**config.mk**
```make
export PLATFORM = sky130hd
export DESIGN_NAME = spi_serial_port
export DESIGN_NICKNAME = d
export VERILOG_FILES = /design/src/hdl/spi_serial_port_pkg.sv /design/src/hdl/word_fifo.sv /design/src/hdl/spi_serial_port.sv
export SDC_FILE = /design/constraint.sdc
export NUM_CORES = 1
export LEC_CHECK = 0
export ABC_AREA = 1
export BUFFER_PORTS_ARGS = -buffer_cell sky130_fd_sc_hd__buf_2
export CAP_MARGIN = 20
export CORE_ASPECT_RATIO = 2
export CORE_MARGIN = 5
export CORE_UTILIZATION = 55
export DETAILED_ROUTE_END_ITERATION = 16
export PLACE_DENSITY = 0.74
export RECOVER_POWER = 25
export SYNTH_ARGS = -nofsm -noshare
export SYNTH_HDL_FRONTEND = slang
export SYNTH_HIERARCHICAL = 1
export SYNTH_SLANG_ARGS = --single-unit
```
**constraint.sdc**
```tcl
create_clock -name clk_sys -period 2.9 [get_ports clk_sys]
set_input_delay 0.435 -clock clk_sys [delete_from_list [all_inputs] [get_ports clk_sys]]
set_output_delay 0.435 -clock clk_sys [all_outputs]
set_load 0.02 [all_outputs]
```
**src/hdl/spi_serial_port_pkg.sv**
```systemverilog
// constants, states and timing for the serial port
package spi_serial_port_pkg;
    localparam int WORD_BITS = 16;
    localparam int FIFO_DEPTH = 32;
    localparam int CLK_PERIOD_NS = 20;
    localparam int SCK_HALF_NS = 80;
    // half period of the master shift clock, a least time so rounded up
    localparam logic [2:0] SCK_HALF_CYCLES =
        3'((SCK_HALF_NS + CLK_PERIOD_NS - 1) / CLK_PERIOD_NS);
    localparam logic [3:0] LAST_BIT = 4'hf;
    localparam logic [15:0] WORD_RESET = 16'h0000;
    localparam logic [2:0] SYNC_RESET = 3'h0;
    localparam logic SCK_IDLE_RESET = 1'b0;
    localparam logic SS_IDLE_RESET = 1'b1;
    typedef enum logic [1:0] {ST_IDLE, ST_SYNC, ST_SHIFT} xfer_state_e;
endpackage

```
**src/hdl/word_fifo.sv**
```systemverilog
// first-in first-out word buffer with valid and ready on both sides
`timescale 1ns/1ps
`default_nettype none
module word_fifo #(
    parameter int WIDTH = 16,
    parameter int DEPTH = 32
) (
    input wire logic clk_sys,
    input wire logic reset_n,
    input wire logic [WIDTH-1:0] in_data,
    input wire logic in_valid,
    output logic in_ready,
    output logic [WIDTH-1:0] out_data,
    output logic out_valid,
    input wire logic out_ready
);
    localparam int AW = $clog2(DEPTH);
    localparam logic [AW:0] FULL_COUNT = (AW+1)'(DEPTH);
    typedef struct packed {
        logic [DEPTH-1:0][WIDTH-1:0] mem;
        logic [AW:0] count;
        logic [AW-1:0] rd;
        logic [AW-1:0] wr;
    } fifo_s;
    fifo_s st;
    fifo_s next_st;
    logic push;
    logic pop;

    assign in_ready = st.count != FULL_COUNT;
    assign out_valid = st.count != '0;
    assign out_data = st.mem[st.rd];
    assign push = in_valid && in_ready;
    assign pop = out_valid && out_ready;

    always_comb begin
        next_st = st;
        if (push) begin
            next_st.mem[st.wr] = in_data;
            next_st.wr = AW'(st.wr + 1'b1);
        end
        if (pop) begin
            next_st.rd = AW'(st.rd + 1'b1);
        end
        next_st.count = (AW+1)'(st.count + push - pop);
    end

    always_ff @(posedge clk_sys or negedge reset_n) begin
        if (!reset_n) begin
            st <= '0;
        end else begin
            st <= next_st;
        end
    end
endmodule
`default_nettype wire

```
**src/hdl/spi_serial_port.sv**
```systemverilog
// serial peripheral port: master, slave and framed operation
// Summary of operation
// - 16-bit shift register apart from transfer buffer
// - master drives shift clock, slave receives it
// - slave select low selects, high deselects
// - framed: clock continuous, sync pulse starts frame
// - sample phase accepted only with master set
// - transfer start copies buffer, buffer becomes empty
`timescale 1ns/1ps
`default_nettype none
module spi_serial_port
    import spi_serial_port_pkg::*;
(
    input wire logic clk_sys,
    input wire logic reset_n,
    input wire logic cfg_write,
    input wire logic cfg_port_enable,
    input wire logic cfg_master_mode_enable,
    input wire logic cfg_input_sample_phase,
    input wire logic cfg_clock_idle_polarity,
    input wire logic cfg_slave_select_pin_enable,
    input wire logic cfg_framed_mode_enable,
    input wire logic cfg_frame_sync_polarity,
    input wire logic [15:0] tx_data,
    input wire logic tx_valid,
    output logic tx_ready,
    output logic [15:0] rx_data,
    output logic rx_valid,
    output logic busy,
    output logic transfer_buffer_full,
    output logic sample_phase_state,
    output logic config_invalid,
    input wire logic serial_in_pin,
    output logic serial_out_pin,
    output logic serial_out_oe_n,
    input wire logic shift_clock_in,
    output logic shift_clock_out,
    output logic shift_clock_oe_n,
    input wire logic slave_select_n_in,
    output logic slave_select_n_out,
    output logic slave_select_n_oe_n
);
    typedef struct packed {
        logic enable;
        logic master;
        logic sample_phase;
        logic idle_pol;
        logic ss_enable;
        logic framed;
        logic frame_pol;
        logic [2:0] sck_sync;
        logic [2:0] ss_sync;
        logic [2:0] sin_sync;
        logic sck_f;
        logic ss_f;
        logic sin_f;
        logic [15:0] buffer;
        logic buf_full;
        logic [15:0] shifter;
        logic [3:0] bits;
        logic cap;
        logic loaded;
        logic [2:0] div;
        logic phase;
        xfer_state_e state;
        logic sck;
        logic ss;
        logic sdo;
        logic [15:0] rx_word;
        logic rx_pulse;
    } port_s;
    port_s st;
    port_s next_st;
    logic [15:0] fifo_data;
    logic fifo_valid;
    logic pop;
    logic running;
    logic tick;
    logic lead;
    logic trail;
    logic load;
    logic selected;
    logic in_bit;

    ////////////////////////////////////////////////////////////////
    word_fifo #(.WIDTH(WORD_BITS), .DEPTH(FIFO_DEPTH)) tx_fifo (
        .clk_sys(clk_sys),
        .reset_n(reset_n),
        .in_data(tx_data),
        .in_valid(tx_valid),
        .in_ready(tx_ready),
        .out_data(fifo_data),
        .out_valid(fifo_valid),
        .out_ready(pop)
    );
    // the buffer only refills once the shifter took it, so a stalled link backs up the fifo
    assign pop = fifo_valid && !st.buf_full;

    ////////////////////////////////////////////////////////////////
    always_comb begin
        next_st = st;
        tick = 1'b0;
        lead = 1'b0;
        trail = 1'b0;
        load = 1'b0;
        in_bit = 1'b0;
        next_st.rx_pulse = 1'b0;
        // pins pass three flops; a level counts once stages two and three agree
        next_st.sck_sync = {st.sck_sync[1:0], shift_clock_in};
        next_st.ss_sync = {st.ss_sync[1:0], slave_select_n_in};
        next_st.sin_sync = {st.sin_sync[1:0], serial_in_pin};
        if (st.sck_sync[1] == st.sck_sync[2]) next_st.sck_f = st.sck_sync[2];
        if (st.ss_sync[1] == st.ss_sync[2]) next_st.ss_f = st.ss_sync[2];
        if (st.sin_sync[1] == st.sin_sync[2]) next_st.sin_f = st.sin_sync[2];
        if (cfg_write) begin
            next_st.enable = cfg_port_enable;
            next_st.master = cfg_master_mode_enable;
            next_st.sample_phase = cfg_input_sample_phase && cfg_master_mode_enable;
            next_st.idle_pol = cfg_clock_idle_polarity;
            next_st.ss_enable = cfg_slave_select_pin_enable;
            next_st.framed = cfg_framed_mode_enable;
            next_st.frame_pol = cfg_frame_sync_polarity;
        end
        if (pop) begin
            next_st.buffer = fifo_data;
            next_st.buf_full = 1'b1;
        end
        // master clock runs only while enabled: in a transfer, or always when framed
        running = st.enable && st.master && (st.framed || st.state != ST_IDLE);
        if (running) begin
            if (st.div == SCK_HALF_CYCLES - 3'h1) begin
                next_st.div = '0;
                tick = 1'b1;
                next_st.phase = !st.phase;
            end else begin
                next_st.div = 3'(st.div + 3'h1);
            end
        end else begin
            next_st.div = '0;
            next_st.phase = 1'b0;
        end
        if (st.master) begin
            lead = tick && !st.phase;
            trail = tick && st.phase;
        end else begin
            lead = (next_st.sck_f ^ st.idle_pol) && !(st.sck_f ^ st.idle_pol);
            trail = !(next_st.sck_f ^ st.idle_pol) && (st.sck_f ^ st.idle_pol);
        end
        selected = !st.ss_enable || !st.ss_f;
        case (st.state)
            ST_IDLE: begin
                next_st.bits = '0;
                if (st.master) begin
                    if (st.buf_full && st.enable && (!st.framed || trail)) begin
                        load = 1'b1;
                        next_st.state = st.framed ? ST_SYNC : ST_SHIFT;
                    end
                end else if (st.framed) begin
                    if (st.enable && trail && st.ss_f == st.frame_pol) begin
                        load = st.buf_full;
                        if (!st.buf_full) next_st.shifter = WORD_RESET;
                        next_st.state = ST_SHIFT;
                    end
                end else if (selected) begin
                    if (!st.loaded && st.buf_full && st.enable) begin
                        load = 1'b1;
                        next_st.loaded = 1'b1;
                    end
                    if (lead) begin
                        next_st.cap = next_st.sin_f;
                        next_st.state = ST_SHIFT;
                    end
                end
            end
            ST_SYNC: begin
                if (trail) next_st.state = ST_SHIFT;
            end
            ST_SHIFT: begin
                if (lead) next_st.cap = next_st.sin_f; // level as it lands: sync eats the half bit
                if (trail) begin
                    // sampling at the end of the bit buys the master a faster clock
                    in_bit = (st.master && st.sample_phase) ? st.sin_f : st.cap;
                    next_st.shifter = {st.shifter[14:0], in_bit};
                    next_st.bits = 4'(st.bits + 4'h1);
                    if (st.bits == LAST_BIT) begin
                        next_st.rx_word = {st.shifter[14:0], in_bit};
                        next_st.rx_pulse = 1'b1;
                        next_st.loaded = 1'b0;
                        next_st.state = ST_IDLE;
                    end
                end
                if (!st.master && !st.framed && !selected) begin
                    next_st.loaded = 1'b0;
                    next_st.state = ST_IDLE;
                end
            end
            default: next_st.state = ST_IDLE;
        endcase
        if (load) begin
            next_st.shifter = st.buffer;
            next_st.buf_full = 1'b0;
        end
        if (!st.enable) next_st.state = ST_IDLE;
        next_st.sck = st.idle_pol ^ next_st.phase;
        if (st.framed) begin
            next_st.ss = (next_st.state == ST_SYNC) ? st.frame_pol : !st.frame_pol;
        end else begin
            next_st.ss = next_st.state == ST_IDLE;
        end
        next_st.sdo = next_st.shifter[15];
    end

    always_ff @(posedge clk_sys or negedge reset_n) begin
        if (!reset_n) begin
            st <= '0;
            st.sck_sync <= SYNC_RESET;
            st.ss_sync <= {3{SS_IDLE_RESET}};
            st.ss_f <= SS_IDLE_RESET;
            st.ss <= SS_IDLE_RESET;
            st.sck <= SCK_IDLE_RESET;
            st.state <= ST_IDLE;
        end else begin
            st <= next_st;
        end
    end

    ////////////////////////////////////////////////////////////////
    assign rx_data = st.rx_word;
    assign rx_valid = st.rx_pulse;
    assign busy = st.state != ST_IDLE;
    assign transfer_buffer_full = st.buf_full;
    assign sample_phase_state = st.sample_phase;
    // both set is a software fault; the framed behaviour wins here
    assign config_invalid = st.framed && st.ss_enable;
    assign serial_out_pin = st.sdo;
    assign serial_out_oe_n = !(st.master || st.framed || selected);
    assign shift_clock_out = st.sck;
    assign shift_clock_oe_n = !st.master;
    assign slave_select_n_out = st.ss;
    assign slave_select_n_oe_n = !(st.master && (st.framed || st.ss_enable));

    ////////////////////////////////////////////////////////////////
    localparam int XFER_MIN = 125;
    localparam int XFER_MAX = 135;

    property p_shift_moves;
        @(posedge clk_sys) disable iff (!reset_n)
        (st.state == ST_SHIFT && trail) |=> st.shifter[15:1] == $past(st.shifter[14:0]);
    endproperty
    a_shift_moves: assert property (p_shift_moves) else $error("shifter did not shift");

    property p_slave_clock_idle;
        @(posedge clk_sys) disable iff (!reset_n)
        (!st.master && !cfg_write) |=> shift_clock_oe_n && st.div == 3'h0;
    endproperty
    a_slave_clock_idle: assert property (p_slave_clock_idle) else $error("slave drove clock");

    property p_deselect_aborts;
        @(posedge clk_sys) disable iff (!reset_n)
        (!st.master && !st.framed && st.ss_enable && st.ss_f && st.state == ST_SHIFT)
            |=> st.state == ST_IDLE;
    endproperty
    a_deselect_aborts: assert property (p_deselect_aborts) else $error("deselect ignored");

    property p_framed_clock_runs;
        @(posedge clk_sys) disable iff (!reset_n)
        (st.master && st.framed && st.enable && tick && !cfg_write)
            |=> shift_clock_out != $past(shift_clock_out);
    endproperty
    a_framed_clock_runs: assert property (p_framed_clock_runs) else $error("frame clock stopped");

    property p_phase_gated;
        @(posedge clk_sys) disable iff (!reset_n)
        (cfg_write && !cfg_master_mode_enable) |=> !sample_phase_state;
    endproperty
    a_phase_gated: assert property (p_phase_gated) else $error("sample phase set in slave");

    property p_load_copies;
        @(posedge clk_sys) disable iff (!reset_n)
        load |=> !transfer_buffer_full && st.shifter == $past(st.buffer);
    endproperty
    a_load_copies: assert property (p_load_copies) else $error("buffer not moved");

    property p_word_time;
        @(posedge clk_sys) disable iff (!reset_n)
        (load && st.master && !st.framed && !cfg_write) |-> ##[XFER_MIN:XFER_MAX] rx_valid;
    endproperty
    a_word_time: assert property (p_word_time) else $error("word not exchanged in time");

    c_master_word: cover property (@(posedge clk_sys) disable iff (!reset_n)
        st.master && rx_valid);
    c_slave_word: cover property (@(posedge clk_sys) disable iff (!reset_n)
        !st.master && rx_valid);
    c_frame_sync: cover property (@(posedge clk_sys) disable iff (!reset_n)
        st.state == ST_SYNC ##1 st.state == ST_SHIFT);
endmodule
`default_nettype wire

```
* Word-level counts from Yosys, hierarchy flattened
Cells that the tools add are included.
** Word-level totals
- Bits in registers :: 611
- Logic and storage cells :: 205
- Output and inout port bits :: 28
- Bits of input ports :: 30
** Operators by class
- Bitwise logic cells :: 3
- Reduce and logical (&&, ||, !) cells :: 53
- Muxes and demuxes :: 56
- Eq/ne operators :: 22
- Add/sub/neg operators :: 6
- Order comparisons :: 3
** Operators with widths (number)
- bitwise mux 512 bit :: 1
- 2-to-1 mux 16 bit :: 6
- binary-select mux 16 bit (select 5 bit) :: 1
- demux 16 bit (select 5 bit) :: 1
- case mux 22 bit (2 select lines) :: 1
- 2-to-1 mux 2 bit :: 15
- 2-to-1 mux 1 bit :: 26
- logical AND 1 bit :: 22
- != test 3 bit (second input constant) :: 7
- 2-to-1 mux 20 bit :: 1
- 2-to-1 mux 17 bit :: 1
- zero test 1 bit :: 13
- less-than comparator 5 x 6 -> 1 bit (second input constant) :: 2
- adder 5 x 1 -> 5 bit (second input constant) :: 2
- != test 2 bit (second input constant) :: 5
- AND reduction 7 bit :: 1
- adder 6 x 1 -> 6 bit :: 1
- logical OR 1 bit :: 6
- != test 6 bit (second input constant) :: 1
- case mux 2 bit (3 select lines) :: 1
- AND reduction 6 bit :: 1
- nonzero test 2 bit :: 3
- nonzero test 6 bit :: 1
- subtractor 6 x 1 -> 6 bit :: 1
- other kinds (16) :: 23

* Longest topological paths before layout
Gate-level depths: netlist of the first run.
- Depth after elaboration :: 16
- Depth in mapped cells :: 16
- Gate-level depth less buffers :: 16

* By module
Netlist of the first run, hierarchy kept.
** Modules (own cells, without submodules)
- word_fifo :: seq. area each 13212.7 µm², area each 25251.7 µm², instances 1, cells an instance 3305
- spi_serial_port :: seq. area each 2083.2 µm², area each 3771.1 µm², instances 1, cells an instance 448

* Least setup slack after synthesis of the first run
Ideal clock, no wire load.
- Path kind :: register to register
- From :: reg tx_fifo/st[12] in the netlist's numbering
- To :: reg tx_fifo/st[14] in the netlist's numbering
- Slack :: -0.126 ns
- Data arrival time :: 2.899 ns
- Library setup time :: 0.128 ns
- Path buffers :: 1
- Clock period less this slack :: 3.026 ns
- Required time :: 2.772 ns
- Stages on the path, launching flop included :: 17
- Cells stage by stage :: dfrtp_1 -> inv_1 -> ha_1 -> nand4_1 -> inv_1 -> nor2_1 -> clkbuf_1 -> nand2_1 -> inv_1 -> ha_1 -> inv_1 -> ha_1 -> inv_1 -> fa_1 -> o21ai_0 -> a21oi_1 -> xor2_1
** RTL lines
- start: declaration :: line word_fifo.sv:25 : fifo_s st;
- start signal: assignment :: line word_fifo.sv:52 : st <= next_st;

==> flow_summary.json, run 1 <==
{
  "status": "finished, violations left",
  "violations": "capacitance limit, slew limit",
  "fmax_mhz": 369.1,
  "period_share_pct": 93.41,
  "via_per_inst": 5.491,
  "core_mm2": 0.05241,
  "postRouteWirelength_um": 76770,
  "dieArea_mm2": 0.05774,
  "timing.final.crit_period_ns": 2.709,
  "power_density_mw_per_mm2": 1084,
  "max-slew-margin-rel_pct": -17.84,
  "skew_ns": 0.03037,
  "grt_antenna_before_repair": 0,
  "rows": 119,
  "clkSinkCount": 611,
  "syn_area_mm2": 0.02902,
  "gp_congestion": 0.8930,
  "grt_usage_pct": 26.94,
  "path_class": "flop to flop",
  "clkTransAtPathRegs_ns": 0.06,
  "ant_nets": 0,
  "worstPathMaxFanout": 3,
  "finalSetupViolCount": 0,
  "crit_arrival_ns": 3.20,
  "cts_tree": "done",
  "clk_path_buf_depth": 3,
  "hp-class": "input port to flop",
  "ir_drop_mv": 0.7250,
  "maxCapViolCount": 1,
  "finalSetupTns_ns": 0,
  "fp.dieW_um": 172.4,
  "fin_nets": 3730,
  "first_pass_iters": 5,
  "final_max_slew_viol_count": 57,
  "numCtsBuffers": 52,
  "routedWlPerCell_um": 17.49,
  "synthCells": 3753,
  "ys_async_sr_fraction_pct": 100.0,
  "ios": 58,
  "synth_flop_cell": "dfrtp_1",
  "grt_max_degree": 112,
  "vias": 24100,
  "final_util_pct": 60.25,
  "portBuffers": 57,
  "crit_required_ns": 3.39,
  "syn_avg_cell_area_um2": 7.733,
  "drc": 0,
  "clock_latency_ns": 0.61,
  "n_fill_cell": 4657,
  "seq_area_frac_synth_pct": 52.70,
  "area_growth_pct": 8.803,
  "rsz0062_at_grt": "no",
  "hpwlAfterDp_um": 46790,
  "drive_above_1_share_pct": 7.197,
  "yosys_warnings": 6,
  "worst_pin_slew_ns": 1.768,
  "ys_ff_latch": 611,
  "p_leak_nw": 16.01,
  "whs_ns": 0.03992,
  "first_iter_violations": 2245,
  "grt_pass1_wl_um": 124000,
  "synth_edf_count": 0,
  "hold_viol_final": 0,
  "syn_nets": 3800,
  "crit_path_start_kind": "flop",
  "grt_overflow_total": 0,
  "synthDistinctLibCells": 38,
  "endpoint_kind": "flop",
  "start_util_pct": 55.38,
  "grt_pass1_vias": 23500,
  "antennaDiodeCount": 0,
  "cts_root_buf": "clkbuf_16",
  "h-tree-depth": 2,
  "die_y_um": 334.9
}
## placed cells by master (no fill, tap or decap), types with 2 or more instances in the layout
cell and instances:
buf_2 56, nand4_1 7, clkinv_1 2, nand3_1 344, clkbuf_16 53, xor2_1 12, nor2_2 4, nand3_2 2
nand4_2 10, dfstp_1 2, xnor2_1 2, nor3_1 2, dlygate4sd3_1 4, mux2_2 2, dfrtp_4 2, buf_12 16
dfstp_2 3, nor2_1 65, buf_4 69, maj3_1 2, inv_1 326, o21ai_1 14, o21ai_0 527, buf_6 3
clkbuf_1 22, nand2_2 3, o211ai_1 17, ha_1 15, clkbuf_2 5, inv_8 2, dfrtp_1 604, nand2_1 1436
inv_2 5, nand2_4 2, clkbuf_8 14, bufinv_16 5, a31oi_1 3, a21oi_1 46, clkinv_2 5, nor2_4 2
## kinds of logic after synthesis
family / count (synthesis) / share of synthesized area, %
XOR/XNOR: 14 / 0.4225
AND/OR/NAND/NOR: 1879 / 26.37
buffers and inverters: 618 / 8.825
AO/OA/AOI/OAI: 610 / 10.78
multiplexers: 2 / 0.07759
flip-flops: 611 / 52.70
adder cells (fa/ha/maj): 19 / 0.8277
## synthesized netlist by cell type (2+ instances only)
cell	number	area (um^2)
inv_2	8	30.03
nand4_1	7	43.79
buf_2	124	620.6
o21ai_1	13	65.06
inv_1	325	1220
nand3_2	2	20.02
ha_1	16	200.2
maj3_1	2	20.02
dfstp_2	5	131.4
mux2_2	2	22.52
dfrtp_1	606	15160
nand4_2	10	125.1
nor2_1	66	247.7
buf_4	21	157.7
o21ai_0	528	2643
o211ai_1	17	127.6
nand3_1	344	1722
a31oi_1	3	18.77
xnor2_1	2	17.52
nand2_4	2	22.52
nor2_4	2	22.52
nor3_1	2	10.01
nand2_1	1437	5394
nand2_2	2	12.51
buf_1	18	67.56
a21oi_1	45	225.2
nor2_2	3	18.77
clkinv_1	2	7.510
xor2_1	12	105.1
clkbuf_1	119	446.7
## flip-flops by register name (all words and copies together) (netlist names)
name / count
next_st: 6
sample_phase_state: 1
st: 56
transfer_buffer_full: 1
rx_data: 16
slave_select_n_out: 1
shift_clock_out: 1
tx_fifo/st: 528
rx_valid: 1
## worst max-delay path: stages, from the launching register on
cell	delay [ns]
dfrtp_1	0.38
inv_1	0.08
ha_2	0.20
nand4_1	0.16
inv_1	0.13
nor2_2	0.05
nand2_2	0.11
inv_1	0.06
ha_1	0.28
inv_1	0.06
ha_1	0.19
inv_1	0.07
fa_1	0.42
o21ai_1	0.16
a21oi_1	0.09
xor2_1	0.14
## worst paths after layout
kind                                   end  slack (ns)  cells past startpoint               startpoint
max                         tx_fifo/st[14]        0.19                     15           tx_fifo/st[12]
min                                 st[80]        0.04                      3  cfg_clock_idle_polarity
max reg2reg                 tx_fifo/st[14]        0.19                     15           tx_fifo/st[12]
min reg2reg                    next_st[70]        0.36                      0              next_st[69]
max in group asynchronous  tx_fifo/st[244]        0.51                      3                  reset_n
min in group asynchronous  tx_fifo/st[434]        0.80                      2                  reset_n
## power breakdown
part / internal [mW] / total [mW] / switching, mW
clock network: 4.17 / 7.34 / 3.16
logic: 4.48 / 13.1 / 8.63
registers: 11.9 / 13.8 / 1.88
total: 20.6 / 34.2 / 13.7
## final cells by class
type | instances | area, um^2 | share of cell area (%)
clock buffers | 83 | 1579 | 5.000
repair buffers | 159 | 1240 | 3.927
well taps | 665 | 832.0 | 2.635
multi-input cells | 2524 | 11160 | 35.35
inverters | 335 | 1267 | 4.014
flip-flops and latches | 611 | 15300 | 48.46
clock inverters | 12 | 193.9 | 0.6142
## repair_timing
action,in CTS,in global routing
setup endpoints to repair,0,1
hold endpoints to repair,48,0
setup buffers,0,0
hold buffers,4,0
resized for setup,0,3
## stage by stage
step | setup slack, ns | instance area (um^2) | power [mW] | instances
CTS | 0.1339 | 31690 | 34.31 | 4389
global route | 0.007167 | 31580 | 36.89 | 4389
floorplan | 0.07372 | 29030 | 22.89 | 3753
global placement | 0.1964 | 29880 | 26.49 | 4290
finish | 0.1910 | 31580 | 34.23 | 4389
detailed placement | 0.1440 | 29880 | 26.89 | 4290
## metal layers
| metal | global-route usage (%) | part of all wire (%) | vias to the layer above |
|---|---|---|---|
| li1 | - | - | 11640 |
| met1 | 32.16 | 38 | 11590 |
| met2 | 47.61 | 51 | 704 |
| met3 | 3.397 | 5.7 | 169 |
| met4 | 12.77 | 5.1 | 0 |
| met5 | 0 | 0 | - |
Power figures use the tool's default switching activity.
==> inputs of run 2 (changes only) <==
--- a/config.mk
+++ b/config.mk
@@ -11,6 +11,7 @@
 export CORE_ASPECT_RATIO = 2
 export CORE_MARGIN = 5
 export CORE_UTILIZATION = 55
+export CTS_BUF_LIST = sky130_fd_sc_hd__clkbuf_16
 export DETAILED_ROUTE_END_ITERATION = 16
 export PLACE_DENSITY = 0.74
 export RECOVER_POWER = 25
==> run 2 against run 1 <==
  * The flow still finishes with violations (capacitance limit, slew limit)
  * Global-route usage about the same
  * Clock skew shrank 0.0029 ns
  * Wire length about the same
  * Register-to-register slack hardly changed
  * Flip-flop and latch count unchanged
  * Critical path type unchanged
  * Critical endpoint unchanged
==> flow_summary.json, run 2 (same netlist as run 1, synthesis figures left out) <==
{
  "status": "finished, violations left",
  "violations": "capacitance limit, slew limit",
  "drc": 0,
  "path_class": "flop to flop",
  "worstPathMaxFanout": 3,
  "ios": 58,
  "regToRegStartpoint": "tx_fifo/st[12]",
  "clkSinkCount": 611,
  "dp_slack_ns": 0.1440,
  "worst_pin_slew_ns": 1.787,
  "gp_congestion": 0.8930,
  "ant_nets": 0,
  "vias": 24150,
  "crit_path_start_kind": "flop",
  "most-common-layout-cells": "nand2_1, dfrtp_1, o21ai_0",
  "drive_above_1_share_pct": 6.821,
  "p_seq_share_pct": 40.8,
  "cts_root_buf": "clkbuf_16",
  "core_mm2": 0.05241,
  "hold_viol_final": 0,
  "rows": 119,
  "skew_ns": 0.02750,
  "slowest_stage": "fa_1",
  "crit_chain": "inv_1, ha_2, nand4_1, inv_1, nor2_2, nand2_2, inv_1, ha_1, inv_1, ha_1, inv_1, fa_1, o21ai_1, a21oi_1, xor2_1",
  "startpoint": "tx_fifo/st[12]",
  "ir_drop_mv": 0.7243,
  "die_y_um": 334.9,
  "crit_required_ns": 3.39,
  "first_pass_iters": 6,
  "stdcell_count": 4389,
  "fp.dieW_um": 172.4,
  "regMostFlops": "tx_fifo/st",
  "rsz0062_at_grt": "no",
  "hp-start": "cfg_clock_idle_polarity",
  "fmax_mhz": 369.1,
  "p_int_mw": 20.13,
  "antennaDiodeCount": 0,
  "clk_path_buf_depth": 3,
  "grt_max_degree": 112,
  "p_leak_nw": 16.00,
  "clock_latency_ns": 0.61,
  "final_max_slew_viol_count": 56,
  "grt_usage_pct": 26.92,
  "final_util_pct": 60.00,
  "dieArea_mm2": 0.05774,
  "p_clk_share_pct": 20.4,
  "grt_overflow_total": 0,
  "post_cts_buffers": 0,
  "numCtsBuffers": 52,
  "place_inst": 4290,
  "grt_pass1_vias": 23480,
  "path_common_cell": "inv_1",
  "crit_path_max_incr_delay_ns": 0.42,
  "timing.final.crit_period_ns": 2.709,
  "endpoint_kind": "flop",
  "finalWorstSetupSlack_ns": 0.1907,
  "cts_tree": "done",
  "finalSetupViolCount": 0,
  "switching_power_mw": 13.65,
  "hp-class": "input port to flop",
  "power_density_mw_per_mm2": 1074,
  "grt_pass1_wl_um": 123900,
  "crit_arrival_ns": 3.20,
  "switching_share_pct": 40.41,
  "clkTransAtPathRegs_ns": 0.06,
  "hpwlAfterDp_um": 46790,
  "p_comb_share_pct": 38.8,
  "maxCapViolCount": 1,
  "largest_reg_flops": 528,
  "max-slew-margin-rel_pct": -19.14,
  "portBuffers": 57,
  "routedWlPerCell_um": 17.48,
  "finalSetupTns_ns": 0,
  "layout_commonest_cell": "nand2_1",
  "via_per_inst": 5.502,
  "period_share_pct": 93.42,
  "area_growth_pct": 8.351,
  "first_iter_violations": 2270,
  "start_util_pct": 55.38,
  "postRouteWirelength_um": 76730,
  "fin_nets": 3730,
  "h-tree-depth": 2,
  "grt_antenna_before_repair": 0,
  "design_power_total_mw": 33.79
}
[run 2: final cells by class]
cell class / count / area (um^2)
Sequential cell: 611 / 15300
Tap cell: 665 / 832.0
Clock buffer: 53 / 1326
Fill cell: 4684 / 20960
Multi-Input combinational cell: 2524 / 11160
Clock inverter: 42 / 306.5
Inverter: 335 / 1267
Timing Repair Buffer: 159 / 1249
[run 2: repair_timing]
| action | CTS | global route |
|---|---|---|
| gates resized for setup | 0 | 3 |
| hold endpoints to repair | 48 | 0 |
| endpoints found under the setup margin | 0 | 1 |
| hold buffers | 4 | 0 |
[run 2: worst max-delay path, delay by kind of cell (launching register included)]
kind,cells,cell delay (ns)
compound gates,2,0.25
xor+xnor,1,0.14
fa+ha+maj,4,1.09
buf+inv,5,0.41
flops,1,0.38
simple gates,3,0.32
[run 2: power groups by stage]
stage	clock, mW	sequential (mW)	combinational [mW]
floorplan	0	13.4	9.52
global placement	0	13.8	12.7
detailed placement	0	13.9	13.0
CTS	7.03	13.7	13.1
global route	7.32	14.2	15.0
finish	6.89	13.8	13.1
[run 2: worst paths after layout]
check | to | slack, ns | cells after the start
max | tx_fifo/st[14] | 0.19 | 15
min | st[80] | 0.04 | 3
max reg2reg | tx_fifo/st[14] | 0.19 | 15
min reg2reg | next_st[73] | 0.36 | 0
max in group asynchronous | tx_fifo/st[244] | 0.50 | 3
min in group asynchronous | tx_fifo/st[434] | 0.81 | 2
[run 2: routing by layer]
layer | global-route usage [%] | vias up | wire [um]
li1 | - | 11640 | -
met1 | 32.15 | 11590 | 29200
met2 | 47.57 | 743 | 39070
met3 | 3.338 | 181 | 4413
met4 | 12.79 | 0 | 4054
met5 | 0 | - | 0
[run 2: per-stage QoR]
stage,hold slack (ns),instance area [um^2]
CTS,0.02024,31550
global route,0.04764,31450
floorplan,0.1394,29030
detailed placement,0.3380,29880
global placement,0.3471,29880
finish,0.03995,31450
==> inputs of run 3 (changes only) <==
--- a/config.mk
+++ b/config.mk
@@ -6,7 +6,7 @@
 export NUM_CORES = 1
 export LEC_CHECK = 0
 export ABC_AREA = 1
-export BUFFER_PORTS_ARGS = -buffer_cell sky130_fd_sc_hd__buf_2
+export BUFFER_PORTS_ARGS = -buffer_cell sky130_fd_sc_hd__buf_4
 export CAP_MARGIN = 20
 export CORE_ASPECT_RATIO = 2
 export CORE_MARGIN = 5
==> run 3 against run 2 <==
  * The flow still finishes with violations (capacitance limit, slew limit)
  * Critical path depth is the same
  * Fmax grew 0.16%
  * Global-route usage decreased by 0.18 points
  * Critical path type unchanged
  * Critical endpoint unchanged
==> flow_summary.json, run 3 (same netlist as run 1, synthesis figures left out) <==
{
  "status": "finished, violations left",
  "violations": "capacitance limit, slew limit",
  "most-common-layout-cells": "nand2_1, dfrtp_1, o21ai_0",
  "crit_arrival_ns": 3.18,
  "cts_tree": "done",
  "r2r_end": "tx_fifo/st[14]",
  "gp_congestion": 0.8798,
  "maxCapViolCount": 1,
  "max-slew-margin-rel_pct": -22.52,
  "clk_path_buf_depth": 3,
  "first_iter_violations": 2303,
  "worstPathMaxFanout": 5,
  "clkSinkCount": 611,
  "hp-class": "input port to flop",
  "finalSetupViolCount": 0,
  "stdcell_count": 4382,
  "period_share_pct": 93.27,
  "core_mm2": 0.05241,
  "area_growth_pct": 8.355,
  "post_cts_buffers": 0,
  "routedWlPerCell_um": 17.53,
  "fp.dieW_um": 172.4,
  "r2r_slack_ns": 0.20,
  "start_util_pct": 55.38,
  "clkTransAtPathRegs_ns": 0.07,
  "cts_root_buf": "clkbuf_16",
  "rows": 119,
  "fin_nets": 3729,
  "ff2ff_path_depth": 15,
  "crit_path_start_kind": "flop",
  "n_fill_cell": 4688,
  "place_inst": 4289,
  "grt_antenna_before_repair": 0,
  "path_class": "flop to flop",
  "endpoint_kind": "flop",
  "layout_commonest_cell": "nand2_1",
  "h-tree-depth": 2,
  "grt_usage_pct": 26.74,
  "fmax_mhz": 369.7,
  "p_leak_nw": 15.98,
  "vias": 23920,
  "design_power_total_mw": 33.39,
  "first_pass_iters": 6,
  "regToRegStartpoint": "tx_fifo/st[12]",
  "via_per_inst": 5.459,
  "ir_drop_mv": 0.6881,
  "numCtsBuffers": 52,
  "largest_reg_flops": 528,
  "worst_pin_slew_ns": 1.838,
  "antennaDiodeCount": 0,
  "regMostFlops": "tx_fifo/st",
  "postRouteWirelength_um": 76810,
  "crit_required_ns": 3.37,
  "final_max_slew_viol_count": 63,
  "drc": 0,
  "grt_pass1_vias": 22980,
  "grt_pass1_wl_um": 122700,
  "clock_latency_ns": 0.59,
  "placement.cell_area_mm2": 0.02997,
  "startpoint": "tx_fifo/st[12]",
  "portBuffers": 57,
  "skew_ns": 0.01671,
  "crit_end": "tx_fifo/st[14]",
  "dieArea_mm2": 0.05774,
  "ios": 58,
  "drive_above_1_share_pct": 6.753,
  "grt_overflow_total": 0,
  "hpwlAfterDp_um": 46980,
  "finalSetupTns_ns": 0,
  "ant_nets": 0,
  "power_density_mw_per_mm2": 1062,
  "stdcell_area_mm2": 0.03145,
  "grt_max_degree": 93,
  "hold_viol_final": 0,
  "timing.final.crit_period_ns": 2.705,
  "die_y_um": 334.9
}
[run 3: layout make-up]
cell class,instances,area (um^2),area share (%)
sequential,611,15300,48.66
multi-input combinational,2524,11160,35.49
timing repair buffer,158,1394,4.432
clock buffer,53,1326,4.217
inverter,335,1265,4.022
tap,665,832.0,2.646
clock inverter,36,167.7,0.5331
[run 3: what timing repair did]
item,4_1_cts,5_1_grt
hold buffers,4,0
endpoints found under the hold margin,57,0
setup endpoints to repair,0,1
resized for setup,0,3
[run 3: worst min path at each step]
| stage | endpoint | slack [ns] | cells after the start | start |
|---|---|---|---|---|
| 3_3_place_gp | next_st[76] | 0.34 | 0 | next_st[75] |
| 3_5_place_dp | next_st[70] | 0.34 | 0 | next_st[69] |
| 6_report | st[77] | 0.07 | 3 | cfg_frame_sync_polarity |
| 2_1_floorplan | next_st[69] | 0.14 | 0 | reset_n |
| 5_1_grt | st[83] | 0.08 | 2 | cfg_port_enable |
| 4_1_cts | st[77] | 0.05 | 3 | cfg_frame_sync_polarity |
[run 3: metal layers]
layer	global-route usage [%]	part of all wire, %	up-vias
met4	12.76	5.2	0
met1	32.58	39	11370
met5	0	0	-
li1	-	-	11640
met2	46.88	51	754
met3	2.854	5.6	166
[run 3: per-stage QoR]
stage / hold WS [ns] / utilization (%) / setup WS [ns]
final: 0.07327 / 60.00 / 0.1951
after global routing: 0.07660 / 60.00 / -0.02418
after floorplan: 0.1394 / - / 0.07372
after detailed placement: 0.3380 / 57.18 / 0.1676
after CTS: 0.04812 / 60.11 / 0.1549
after global placement: 0.3432 / 57.18 / 0.2190
[run 3: where the power goes]
part	switching (mW)	internal, mW
Clock	3.05	3.36
Combinational	8.59	4.55
Sequential	1.93	11.9
[run 3: critical path, stage by stage (launching register included)]
cell     delay (ns)
dfrtp_1        0.38
inv_1          0.08
ha_1           0.19
nand4_1        0.15
inv_1          0.13
nor2_2         0.05
nand2_2        0.10
inv_1          0.08
ha_1           0.29
inv_1          0.06
ha_2           0.19
inv_1          0.06
fa_1           0.43
o21ai_1        0.15
a21oi_1        0.08
xor2_1         0.15
